`src/rtl/tsr_map.svh`:
```
// Register map, reset values and field positions of the temperature result block.
// Contract
// - Reading register is read-only and refreshed at every conversion accepted outside shutdown.
// - Reading is 11-bit two's complement, 0.125 degree steps, left-aligned in 16 bits.
// - A reading read drives all sixteen bits when the controller clocks both bytes.
// - Five low bits of the reading's second byte read as zero.
// - Bit 7 of the first reading byte is the sign bit.
// - A one-byte reading read gives whole degrees and ends after that byte.
// - Trip and release limits are two writable and readable set-point registers.
// - Each limit is 9-bit two's complement in 0.5 degree steps.
// - Limit bits 8..1 fill byte one, bit 0 is byte two bit 7.
// - Every conversion accepted outside shutdown is compared with the trip limit while the alert state is clear, and with the release limit while it is set.
// - Comparison uses only the top nine bits of the reading.
// - Two-bit pointer: 00 reading, 01 config, 10 release, 11 trip; resets to 00.
// - Reset values: trip 5000h, release 4B00h.
// - Comparator style follows limits; interrupt style holds until any register read or shutdown.
// - Alert state changes only after 1, 2, 4 or 6 consecutive faulting conversions.
`ifndef TSR_MAP_SVH
`define TSR_MAP_SVH
`define TSR_PTR_READING   2'h0
`define TSR_PTR_CONFIG    2'h1
`define TSR_PTR_RELEASE   2'h2
`define TSR_PTR_TRIP      2'h3
`define TSR_TRIP_RESET    16'h5000
`define TSR_RELEASE_RESET 16'h4b00
`define TSR_CONFIG_RESET  8'h00
`define TSR_ADDR_HIGH     4'h9
`define TSR_CFG_SHUTDOWN  0
`define TSR_CFG_STYLE     1
`define TSR_CFG_POL       2
`define TSR_CFG_QUEUE_LO  3
`define TSR_CFG_QUEUE_HI  4
`define TSR_QUEUE_1       3'h1
`define TSR_QUEUE_2       3'h2
`define TSR_QUEUE_4       3'h4
`define TSR_QUEUE_6       3'h6
`define TSR_BITS_BYTE     4'h8
`endif

```
`src/rtl/tsr_pkg.sv`:
```
// Types shared by the temperature result block.
package tsr_pkg;
	typedef enum logic [2:0] {
		IDLE,
		ADDR,
		ADDR_ACK,
		WR_BYTE,
		WR_ACK,
		RD_BYTE,
		RD_ACK
	} tsr_bus_e;

	typedef struct packed {
		logic        valid;
		logic [10:0] reading;
	} tsr_conv_s;

	typedef struct packed {
		logic [1:0] queueSel;
		logic       style;
		logic       shutdown;
	} tsr_alert_cfg_s;
endpackage : tsr_pkg

```
`src/rtl/tsr_sync2.sv`:
```
// Two-stage synchroniser for inputs from outside the clock domain.
`timescale 1ns/1ps
module tsr_sync2 #(
	parameter int W = 1
) (
	input  logic         mclk,
	input  logic         resetn,
	input  logic [W-1:0] d,
	output logic [W-1:0] q
);
	import tsr_pkg::*;

	genvar i;
	generate
		for (i = 0; i < W; i++) begin : g_bit
			logic meta_reg;
			always_ff @(posedge mclk or negedge resetn) begin
				if (!resetn) begin
					meta_reg <= 1'b1;
					q[i]     <= 1'b1;
				end else begin
					meta_reg <= d[i];
					q[i]     <= meta_reg;
				end
			end
		end
	endgenerate
endmodule : tsr_sync2

```
`src/rtl/tsr_alert.sv`:
```
// Limit comparison, fault queue and alert style logic.
`timescale 1ns/1ps
`include "tsr_map.svh"
module tsr_alert (
	input  logic                    mclk,
	input  logic                    resetn,
	input  logic                    conv,
	input  logic [8:0]              reading9,
	input  logic [8:0]              trip9,
	input  logic [8:0]              release9,
	input  tsr_pkg::tsr_alert_cfg_s cfg,
	input  logic                    readStrobe,
	output logic                    alert
);
	import tsr_pkg::*;

	logic       state_reg;
	logic       state_next;
	logic [2:0] cnt_reg;
	logic [2:0] cnt_next;
	logic       alert_next;
	logic       aboveTrip;
	logic       belowRel;
	logic       fault;
	logic       setEvt;
	logic [2:0] need;

	assign aboveTrip = $signed(reading9) > $signed(trip9);
	assign belowRel  = $signed(reading9) < $signed(release9);
	assign fault     = state_reg ? belowRel : aboveTrip;

	always_comb begin
		case (cfg.queueSel)
			2'h0: need = `TSR_QUEUE_1;
			2'h1: need = `TSR_QUEUE_2;
			2'h2: need = `TSR_QUEUE_4;
			default: need = `TSR_QUEUE_6;
		endcase
	end

	always_comb begin
		state_next = state_reg;
		cnt_next   = cnt_reg;
		setEvt     = 1'b0;
		if (conv) begin
			if (fault && (cnt_reg + 3'h1) >= need) begin
				state_next = !state_reg;
				cnt_next   = 3'h0;
				setEvt     = 1'b1;
			end else if (fault) begin
				cnt_next = cnt_reg + 3'h1;
			end else begin
				cnt_next = 3'h0;
			end
		end
		if (!cfg.style) begin
			alert_next = state_next;
		end else if (setEvt) begin
			alert_next = 1'b1;
		end else if (readStrobe || cfg.shutdown) begin
			alert_next = 1'b0;
		end else begin
			alert_next = alert;
		end
	end

	always_ff @(posedge mclk or negedge resetn) begin
		if (!resetn) begin
			state_reg <= 1'b0;
			cnt_reg   <= 3'h0;
			alert     <= 1'b0;
		end else begin
			state_reg <= state_next;
			cnt_reg   <= cnt_next;
			alert     <= alert_next;
		end
	end

	chk_trip_cause: assert property (@(posedge mclk) disable iff (!resetn)
		$rose(state_reg) |-> $past(conv) && $past(aboveTrip))
		else $error("Alert state rose without a conversion above the trip limit.");

	chk_int_read_clear: assert property (@(posedge mclk) disable iff (!resetn)
		cfg.style && readStrobe && !setEvt |=> !alert)
		else $error("Interrupt style alert survived a register read.");

	chk_queue_one: assert property (@(posedge mclk) disable iff (!resetn)
		cfg.queueSel == 2'h0 && conv && fault |=> state_reg != $past(state_reg))
		else $error("Single fault did not change the alert state with queue of one.");
endmodule : tsr_alert

```
`src/rtl/tsr_result_regs.sv`:
```
// Temperature result, limit registers and two-wire slave of the sensor.
`timescale 1ns/1ps
`include "tsr_map.svh"
module tsr_result_regs (
	input  logic               mclk,
	input  logic               resetn,
	input  logic               sclIn,
	input  logic               sdaIn,
	output logic               sdaOut,
	output logic               sdaOe,
	input  logic [2:0]         addrPins,
	input  tsr_pkg::tsr_conv_s convIn,
	output logic               overheatAlertOut,
	output logic               overheatAlertOe,
	output logic               convStop
);
	import tsr_pkg::*;

	logic [4:0]     syncQ;
	logic           sclS;
	logic           sdaS;
	logic [2:0]     addrS;
	logic           sclPrev;
	logic           sdaPrev;
	logic           sclRise;
	logic           sclFall;
	logic           startSeen;
	logic           stopSeen;
	tsr_bus_e       st_reg;
	tsr_bus_e       st_next;
	logic [3:0]     bit_reg;
	logic [3:0]     bit_next;
	logic [7:0]     shift_reg;
	logic [7:0]     shift_next;
	logic [1:0]     byte_reg;
	logic [1:0]     byte_next;
	logic           rw_reg;
	logic           rw_next;
	logic           oe_next;
	logic [15:0]    snap_reg;
	logic [15:0]    snap_next;
	logic           rdLow_reg;
	logic           rdLow_next;
	logic           rdStb_reg;
	logic           rdStb_next;
	logic [1:0]     ptrReg;
	logic [1:0]     ptr_next;
	logic [7:0]     cfgReg;
	logic [7:0]     cfg_next;
	logic [15:0]    tripReg;
	logic [15:0]    trip_next;
	logic [15:0]    releaseReg;
	logic [15:0]    release_next;
	logic [15:0]    readingReg;
	logic [15:0]    reading_next;
	logic [15:0]    selWord;
	logic           convTake;
	logic           alert;
	tsr_alert_cfg_s alertCfg;

	tsr_sync2 #(
		.W(5)
	) u_sync (
		.mclk   (mclk),
		.resetn (resetn),
		.d      ({addrPins, sdaIn, sclIn}),
		.q      (syncQ)
	);

	assign sclS  = syncQ[0];
	assign sdaS  = syncQ[1];
	assign addrS = syncQ[4:2];

	always_ff @(posedge mclk or negedge resetn) begin
		if (!resetn) begin
			sclPrev <= 1'b1;
			sdaPrev <= 1'b1;
		end else begin
			sclPrev <= sclS;
			sdaPrev <= sdaS;
		end
	end

	assign sclRise   = sclS && !sclPrev;
	assign sclFall   = !sclS && sclPrev;
	assign startSeen = sclS && sclPrev && sdaPrev && !sdaS;
	assign stopSeen  = sclS && sclPrev && !sdaPrev && sdaS;

	// Word presented for a read, chosen by the pointer.
	always_comb begin
		if (ptrReg == `TSR_PTR_READING) begin
			selWord = readingReg;
		end else if (ptrReg == `TSR_PTR_CONFIG) begin
			selWord = {cfgReg, cfgReg};
		end else if (ptrReg == `TSR_PTR_RELEASE) begin
			selWord = releaseReg;
		end else begin
			selWord = tripReg;
		end
	end

	// A conversion is accepted only while not shut down.
	assign convTake = convIn.valid && !cfgReg[`TSR_CFG_SHUTDOWN];

	always_comb begin
		if (convTake) begin
			reading_next = {convIn.reading, 5'h00};
		end else begin
			reading_next = readingReg;
		end
	end

	always_comb begin
		st_next      = st_reg;
		bit_next     = bit_reg;
		shift_next   = shift_reg;
		byte_next    = byte_reg;
		rw_next      = rw_reg;
		oe_next      = sdaOe;
		snap_next    = snap_reg;
		rdLow_next   = rdLow_reg;
		rdStb_next   = 1'b0;
		ptr_next     = ptrReg;
		cfg_next     = cfgReg;
		trip_next    = tripReg;
		release_next = releaseReg;
		if (stopSeen) begin
			st_next = IDLE;
			oe_next = 1'b0;
		end else if (startSeen) begin
			st_next  = ADDR;
			bit_next = 4'h0;
			oe_next  = 1'b0;
		end else begin
			case (st_reg)
				ADDR: begin
					if (sclRise) begin
						shift_next = {shift_reg[6:0], sdaS};
						bit_next   = bit_reg + 4'h1;
					end else if (sclFall && bit_reg == `TSR_BITS_BYTE) begin
						bit_next = 4'h0;
						if (shift_reg[7:1] == {`TSR_ADDR_HIGH, addrS}) begin
							st_next   = ADDR_ACK;
							oe_next   = 1'b1;
							rw_next   = shift_reg[0];
							byte_next = 2'h0;
						end else begin
							st_next = IDLE;
						end
					end
				end
				ADDR_ACK: begin
					if (sclFall) begin
						bit_next = 4'h0;
						if (rw_reg) begin
							// Snapshot keeps both bytes of one word coherent.
							st_next    = RD_BYTE;
							snap_next  = selWord;
							shift_next = selWord[15:8];
							oe_next    = !selWord[15];
							rdLow_next = 1'b1;
							rdStb_next = 1'b1;
						end else begin
							st_next = WR_BYTE;
							oe_next = 1'b0;
						end
					end
				end
				WR_BYTE: begin
					if (sclRise) begin
						shift_next = {shift_reg[6:0], sdaS};
						bit_next   = bit_reg + 4'h1;
					end else if (sclFall && bit_reg == `TSR_BITS_BYTE) begin
						st_next  = WR_ACK;
						oe_next  = 1'b1;
						bit_next = 4'h0;
						if (byte_reg != 2'h3) begin
							byte_next = byte_reg + 2'h1;
						end
						if (byte_reg == 2'h0) begin
							ptr_next = shift_reg[1:0];
						end else if (byte_reg == 2'h1) begin
							if (ptrReg == `TSR_PTR_CONFIG) begin
								cfg_next = shift_reg;
							end else if (ptrReg == `TSR_PTR_RELEASE) begin
								release_next[15:8] = shift_reg;
							end else if (ptrReg == `TSR_PTR_TRIP) begin
								trip_next[15:8] = shift_reg;
							end
						end else if (byte_reg == 2'h2) begin
							if (ptrReg == `TSR_PTR_RELEASE) begin
								release_next[7:0] = {shift_reg[7], 7'h00};
							end else if (ptrReg == `TSR_PTR_TRIP) begin
								trip_next[7:0] = {shift_reg[7], 7'h00};
							end
						end
						// Data aimed at the reading register is dropped here.
					end
				end
				WR_ACK: begin
					if (sclFall) begin
						st_next = WR_BYTE;
						oe_next = 1'b0;
					end
				end
				RD_BYTE: begin
					if (sclFall && bit_reg == 4'h7) begin
						st_next  = RD_ACK;
						oe_next  = 1'b0;
						bit_next = 4'h0;
					end else if (sclFall) begin
						shift_next = {shift_reg[6:0], 1'b0};
						oe_next    = !shift_reg[6];
						bit_next   = bit_reg + 4'h1;
					end
				end
				RD_ACK: begin
					if (sclRise && sdaS) begin
						// A not-acknowledge ends the read, after one byte or more.
						st_next = IDLE;
					end else if (sclFall) begin
						st_next    = RD_BYTE;
						shift_next = rdLow_reg ? snap_reg[7:0] : snap_reg[15:8];
						oe_next    = rdLow_reg ? !snap_reg[7] : !snap_reg[15];
						rdLow_next = !rdLow_reg;
						bit_next   = 4'h0;
					end
				end
				default: begin
					oe_next = 1'b0;
				end
			endcase
		end
	end

	always_ff @(posedge mclk or negedge resetn) begin
		if (!resetn) begin
			st_reg     <= IDLE;
			bit_reg    <= 4'h0;
			shift_reg  <= 8'h00;
			byte_reg   <= 2'h0;
			rw_reg     <= 1'b0;
			sdaOe      <= 1'b0;
			snap_reg   <= 16'h0000;
			rdLow_reg  <= 1'b0;
			rdStb_reg  <= 1'b0;
			ptrReg     <= `TSR_PTR_READING;
			cfgReg     <= `TSR_CONFIG_RESET;
			tripReg    <= `TSR_TRIP_RESET;
			releaseReg <= `TSR_RELEASE_RESET;
			readingReg <= 16'h0000;
		end else begin
			st_reg     <= st_next;
			bit_reg    <= bit_next;
			shift_reg  <= shift_next;
			byte_reg   <= byte_next;
			rw_reg     <= rw_next;
			sdaOe      <= oe_next;
			snap_reg   <= snap_next;
			rdLow_reg  <= rdLow_next;
			rdStb_reg  <= rdStb_next;
			ptrReg     <= ptr_next;
			cfgReg     <= cfg_next;
			tripReg    <= trip_next;
			releaseReg <= release_next;
			readingReg <= reading_next;
		end
	end

	assign alertCfg.queueSel = cfgReg[`TSR_CFG_QUEUE_HI:`TSR_CFG_QUEUE_LO];
	assign alertCfg.style    = cfgReg[`TSR_CFG_STYLE];
	assign alertCfg.shutdown = cfgReg[`TSR_CFG_SHUTDOWN];

	// The new reading is compared in the same cycle that it is stored.
	tsr_alert u_alert (
		.mclk       (mclk),
		.resetn     (resetn),
		.conv       (convTake),
		.reading9   (convIn.reading[10:2]),
		.trip9      (tripReg[15:7]),
		.release9   (releaseReg[15:7]),
		.cfg        (alertCfg),
		.readStrobe (rdStb_reg),
		.alert      (alert)
	);

	// Open-drain pins only ever pull low; polarity picks when the alert pin is pulled.
	always_ff @(posedge mclk or negedge resetn) begin
		if (!resetn) begin
			sdaOut           <= 1'b0;
			overheatAlertOut <= 1'b0;
			overheatAlertOe  <= 1'b0;
		end else begin
			sdaOut           <= 1'b0;
			overheatAlertOut <= 1'b0;
			overheatAlertOe  <= alert ^ cfgReg[`TSR_CFG_POL];
		end
	end

	assign convStop = cfgReg[`TSR_CFG_SHUTDOWN];

	chk_reading_refresh: assert property (@(posedge mclk) disable iff (!resetn)
		convTake |=> readingReg == {$past(convIn.reading), 5'h00})
		else $error("Reading not refreshed after a conversion.");

	chk_reading_ro: assert property (@(posedge mclk) disable iff (!resetn)
		!convTake |=> $stable(readingReg))
		else $error("Reading changed without a conversion.");

	chk_reading_low_zero: assert property (@(posedge mclk) disable iff (!resetn)
		readingReg[4:0] == 5'h00)
		else $error("Reading low bits are not zero.");

	chk_limit_low_zero: assert property (@(posedge mclk) disable iff (!resetn)
		tripReg[6:0] == 7'h00 && releaseReg[6:0] == 7'h00)
		else $error("Unused limit bits are not zero.");

	chk_nack_ends_read: assert property (@(posedge mclk) disable iff (!resetn)
		st_reg == RD_ACK && sclRise && sdaS && !stopSeen && !startSeen |=> st_reg == IDLE)
		else $error("Read did not end after a not-acknowledge.");

	chk_read_first_byte: assert property (@(posedge mclk) disable iff (!resetn)
		st_reg == ADDR_ACK && sclFall && rw_reg && ptrReg == `TSR_PTR_READING && !stopSeen && !startSeen
		|=> shift_reg == $past(readingReg[15:8]) ##1 st_reg == RD_BYTE)
		else $error("Reading high byte not loaded at read start.");
endmodule : tsr_result_regs

```
`config.mk`:
```
export PLATFORM = sky130hd
export DESIGN_NAME = tsr_result_regs
export DESIGN_NICKNAME = d
export VERILOG_FILES = /design/src/rtl/tsr_pkg.sv /design/src/rtl/tsr_sync2.sv /design/src/rtl/tsr_alert.sv /design/src/rtl/tsr_result_regs.sv
export VERILOG_INCLUDE_DIRS = /design/src /design/src/rtl
export SDC_FILE = /design/constraint.sdc
export NUM_CORES = 1
export LEC_CHECK = 0
export BUFFER_PORTS_ARGS = -buffer_cell sky130_fd_sc_hd__buf_2
export CAP_MARGIN = 5
export CORE_MARGIN = 5
export CORE_UTILIZATION = 30
export DETAILED_ROUTE_END_ITERATION = 16
export GPL_ROUTABILITY_DRIVEN = 0
export MAX_ROUTING_LAYER = met4
export PLACE_DENSITY = 0.46
export SKIP_LAST_GASP = 1
export SYNTH_ARGS = -nofsm -noshare
export SYNTH_HDL_FRONTEND = slang
export SYNTH_HIERARCHICAL = 1
export SYNTH_SLANG_ARGS = --single-unit
```
`constraint.sdc`:
```
create_clock -name mclk -period 2.7 [get_ports mclk]
set_clock_uncertainty 0.2 [all_clocks]
set_input_delay 0.135 -clock mclk [delete_from_list [all_inputs] [get_ports mclk]]
set_output_delay 0.135 -clock mclk [all_outputs]
set_load 0.05 [all_outputs]
```
After elaboration in Yosys (flattened, before gate mapping)
Cells that the tools add are included.
{"block": "classes", "addsub": 3, "magnitude_cmp": 3, "n_eq_ne": 46, "mux": 78, "n_bitwise": 8, "reduce_logical": 47}
{"operator": "$mux W8", "count": 8}
{"operator": "$mux W16", "count": 3}
{"operator": "$ne A4 B4 Y1 const B", "count": 11}
{"operator": "$mux W3", "count": 14}
{"operator": "$reduce_and A10 Y1", "count": 4}
{"operator": "$reduce_and A9 Y1", "count": 4}
{"operator": "$mux W1", "count": 32}
{"operator": "$pmux W8 S4", "count": 1}
{"operator": "$mux W4", "count": 7}
{"operator": "$ne A2 B2 Y1 const B", "count": 13}
{"operator": "$pmux W3 S6", "count": 1}
{"operator": "$pmux W4 S4", "count": 1}
{"operator": "$mux W2", "count": 7}
{"operator": "$logic_and A1 B1 Y1", "count": 12}
{"operator": "$reduce_and A6 Y1", "count": 2}
{"operator": "$logic_not A1 Y1", "count": 11}
{"operator": "$ne A5 B5 Y1 const B", "count": 2}
{"operator": "$reduce_and A5 Y1", "count": 2}
{"operator": "$eq A3 B3 Y1 const B", "count": 3}
{"operator": "$gt A9 B9 Y1", "count": 1}
{"operator": "$lt A9 B9 Y1", "count": 1}
{"operator": "$pmux W3 S3", "count": 1}
{"operator": "$eq A2 B2 Y1 const B", "count": 4}
{"operator": "$reduce_and A8 Y1", "count": 1}
{"operator": "27 further kinds", "count": 39}
{"block": "word_totals", "register_bits": 94, "inputBits": 19, "out_inout_bits": 5, "wordCells": 217}

Longest topological paths before layout
{"block": "logic_depth", "ltp_word": 10, "depth_mapped": 8}

Hierarchy
The synthesis kept the hierarchy.
{"mod": "tsr_result_regs", "instances": 1, "cells_each": 386, "area_per_inst_um2": 4229.1, "seq_area_each_um2": 1986.9}
{"mod": "tsr_alert", "instances": 1, "cells_each": 103, "area_per_inst_um2": 804.5, "seq_area_each_um2": 125.1}
{"mod": "tsr_sync2", "instances": 1, "cells_each": 10, "area_per_inst_um2": 262.8, "seq_area_each_um2": 262.8}

Least setup slack after synthesis
OpenSTA, ideal clock, no wires.
{"block": "synth_path", "path_type": "register to register", "startpoint": "register bit_reg[0]", "endpoint": "register tripReg[10]", "setup_time_ns": 0.125, "arrival_ns": 1.886, "required_time_ns": 2.375, "setup_slack_ns": 0.489, "path_stages_with_launch": 8, "path_buffers": 0, "synth_period_minus_slack_ns": 2.211, "cell_sequence": "dfrtp_1 > inv_1 > ha_1 > and4bb_2 > nand4_4 > nor4b_4 > nand3b_2 > mux2_2"}
{"block": "synth_between", "elab_chain_cells": 3}
{"element": "from (decl)", "line_no": "tsr_result_regs.sv:31", "text": "logic [3:0] bit_reg;"}
{"element": "from (signal assigned)", "line_no": "tsr_result_regs.sv:254", "text": "bit_reg <= bit_next;"}
{"element": "$eq A4 B4 Y1 (no line)"}
{"element": "$logic_and A1 B1 Y1 (no line)"}
{"element": "$reduce_and A10 Y1 (no line)"}
{"element": "to (signal assigned)", "line_no": "tsr_result_regs.sv:249", "text": "tripReg <= `TSR_TRIP_RESET;"}
{"element": "to (signal assigned)", "line_no": "tsr_result_regs.sv:264", "text": "tripReg <= trip_next;"}
{"element": "to (decl)", "line_no": "tsr_result_regs.sv:50", "text": "logic [15:0] tripReg;"}
Every way passes these cells.
A chain may end at the register's enable or synchronous reset.

Worst setup path after layout
{"block": "layout_path", "startpoint": "register sclPrev", "endpoint": "register tripReg[11]"}
{"block": "layout_between", "elab_chain_cells": 5}
{"element": "from (decl)", "line_no": "tsr_result_regs.sv:23", "text": "logic sclPrev;"}
{"element": "from (signal assigned)", "line_no": "tsr_result_regs.sv:79", "text": "sclPrev <= sclS;"}
{"element": "$logic_and A1 B1 Y1", "line_no": "tsr_result_regs.sv:86, tsr_result_regs.sv:87"}
{"element": "$logic_and A1 B1 Y1, on equally long branches (2 in a row)", "line_no": "tsr_result_regs.sv:86, tsr_result_regs.sv:87"}
{"element": "$not A1 Y1 (no line)"}
{"element": "$reduce_and A10 Y1 (no line) (*)"}
Every way passes the cells marked *; elsewhere a longest branch is shown, timed or not.

==> results by group <==
Finish
  – Share of layout cells above drive strength 1: 0.241
  – Multi-input logic area: 2680 um2
  – Commonest non-fill, non-tap cells in the layout: sky130_fd_sc_hd__dfrtp_1 (76), sky130_fd_sc_hd__mux2_2 (55), sky130_fd_sc_hd__nand2_1 (48)
  – Post-layout net count: 592
  – Commonest non-fill, non-tap cell in the layout: sky130_fd_sc_hd__dfrtp_1
  – Sequential cell area: 2370 um2
  – Max FFs per register: 16
  – Number of diodes added for antenna fixing: 0
  – Filler instances: 1,742
  – Area overhead of the layout relative to synthesis: 16.2%

Critical path
  – Crit path max fanout: 11
  – End point of the critical path: tripReg[11]
  – Number of cell instances on the worst register-to-register path: 5
  – Worst setup SP type: flip-flop
  – Destination of the worst register-to-register timing path: tripReg[11]
  – Crit. End Element: flip-flop
  – RR Startpoint: sclPrev
  – Worst reg-to-reg setup slack: 0.22 ns
  – Arr. time, crit path: 2.52 ns
  – Req. time, crit path: 2.73 ns
  – Source of the critical timing path: sclPrev
  – Critical path class: flip-flop to flip-flop

Outcome
  – Status: finished clean

Yosys
  – Synth cell types: 66
  – Proportion of synthesized flip-flops having asynchronous set or reset: 1.00
  – Most instantiated flip-flop cell in the synthesis netlist: sky130_fd_sc_hd__dfrtp_1
  – Post-Syn Area per Cell: 10.6 um2
  – Area of the mapped netlist: 5300 um2
  – EDFF count, synth: 0
  – Syn Inst Count: 499
  – Sequential share of the synthesized area: 0.448
  – Synthesis Warnings: 6
  – Flip-flop and latch count after synthesis: 94

Global routing
  – Total Routing Usage GR: 0.140
  – Number of global-route vias before repair: 4,050
  – Pin count of the biggest net entering global routing: 64
  – Global-route wire length before repair: 21.6 mm
  – Congestion Overflow GR: 0
  – Number of antenna violations at the first check in global routing: 0

Drt
  – Final ANT Viol Nets: 0
  – Vias: 3,825
  – Detailed-route vias per instance: 4.95
  – Final routed wirelength across all metal layers: 12.7 mm
  – Residual DRC: 0
  – Average detailed-routed wire length per instance: 16.5 um
  – Violation count after the first detailed-routing iteration: 195
  – Number of iterations in the first detailed-routing pass: 4

CTS
  – CTS clock-pin slew for the worst setup and hold paths: 0.06 ns
  – TritonCTS clock tree: built
  – Clock latency on the worst-skew pair: 0.35 ns
  – Clock Sink Count: 94
  – H-tree Lvls: 3
  – Deepest clock path buffer count: 2
  – Root Driver: sky130_fd_sc_hd__clkbuf_16
  – CTS Buf Count: 9

Power and ir drop
  – Power Dens Cells: 645 nW/um2
  – Leakage: 2.72 nW
  – Worst supply voltage drop on vdd: 0.322 mV

Floorplan
  – Die ar.: 20,400 um2
  – Effective utilization at floorplan: 0.306
  – Vertical die dimension: 143 um
  – Number of I/O pins: 24
  – Horizontal extent of the die: 143 um
  – Rows: 48
  – Area of the placeable core: 17,300 um2

Worst hold path
  – Class of the tightest hold or removal check: input pin to async pin

STA
  – Final Hold Viols: 0
  – Maximum clock frequency: 403 MHz
  – Crit path time final: 2.48 ns
  – Setup repair after global routing missed its margin: false
  – Worst Slack Setup Final: 0.218 ns
  – Final period util: 0.919
  – Number of max-slew violations in the final report: 0
  – Transition time at the pin with the least slew margin: 0.542 ns
  – Worst relative slew slack: 0.639
  – Setup violation total in the final timing report: 0
  – Total negative slack: 0 ns

Placed design
  – HPWL after detailed placement: 9.44 mm
  – Total of buffers placed on input and output ports: 21
  – Pre-CTS setup slack: 0.227 ns

Run
  – Maxcap violations: 0
-- through the flow --
stage	power [mW]	instance area [um2]	instances	hold slack, ns	utilization
floorplan	2.43	5300	500	-0.361	-
global placement	2.76	5710	739	-0.0623	0.330
detailed placement	2.78	5710	739	-0.0668	0.330
CTS	4.03	6150	772	0.107	0.356
global route	4.20	6150	772	0.136	0.356
finish	3.97	6150	772	0.0858	0.356
-- cells in the mapped netlist (6+ instances only) --
cell type,number,share of area
sky130_fd_sc_hd__nand2b_1,10,0.012
sky130_fd_sc_hd__ha_1,31,0.073
sky130_fd_sc_hd__clkbuf_1,11,0.0078
sky130_fd_sc_hd__a21oi_1,18,0.017
sky130_fd_sc_hd__nor2b_1,10,0.012
sky130_fd_sc_hd__o221ai_1,8,0.013
sky130_fd_sc_hd__inv_1,36,0.026
sky130_fd_sc_hd__nand2_1,48,0.034
sky130_fd_sc_hd__o21ai_0,36,0.034
sky130_fd_sc_hd__dfrtp_1,76,0.36
sky130_fd_sc_hd__mux2_2,55,0.12
sky130_fd_sc_hd__dfstp_2,18,0.089
sky130_fd_sc_hd__nor3_1,6,0.0057
sky130_fd_sc_hd__mux2i_1,23,0.043
sky130_fd_sc_hd__nand3_1,13,0.012
sky130_fd_sc_hd__nor2_1,12,0.0085
-- per-layer routing --
metal	part of all wire	vias to the layer above	GRT usage
li1	-	1868	-
met1	0.47	1892	0.181
met2	0.49	51	0.222
met3	0.025	14	0.0228
met4	0.016	0	0.0480
met5	0	-	-
-- report_power, final --
part / internal [mW] / total [mW] / switching (mW)
registers: 1.55 / 1.77 / 0.218
logic: 0.484 / 0.988 / 0.504
clock network: 0.676 / 1.21 / 0.538
-- cell type report --
type / instances / area share
Clock buffer: 15 / 0.0435
Inverter: 37 / 0.0226
Tap cell: 225 / 0.0458
Multi-Input combinational cell: 347 / 0.436
Timing Repair Buffer: 53 / 0.0655
Clock inverter: 1 / 0.000814
Sequential cell: 94 / 0.386
-- timing repair --
action / CTS / global route
hold buffers: 17 / 0
buffers inserted: 0 / 0
hold endpoints to repair: 47 / 0
resized for setup: 0 / 0
-- worst max-delay path: stages (launching register included) --
cell and delay [ns]:
sky130_fd_sc_hd__dfstp_2 0.63, sky130_fd_sc_hd__and4bb_2 0.34, sky130_fd_sc_hd__nand4_4 0.14, sky130_fd_sc_hd__nor4b_4 0.41, sky130_fd_sc_hd__nand3b_2 0.30, sky130_fd_sc_hd__mux2_2 0.35
-- how the worst min path moves through the flow --
stage,startpoint,endpoint
finish,resetn,readingReg[15]
global placement,resetn,tripReg[7]
detailed placement,resetn,readingReg[15]
floorplan,resetn,bit_reg[0]
CTS,resetn,byte_reg[0]
global route,resetn,readingReg[11]
-- logic make-up after synthesis --
logic type	share of synthesized area
buffers and inverters	0.0461
flip-flops	0.448
XOR/XNOR	0.0116
adder cells (fa/ha/maj)	0.0732
AND/OR/NAND/NOR	0.134
multiplexers	0.160
AO/OA/AOI/OAI	0.125
other	0.000708
(Power assumes the default switching activity.)
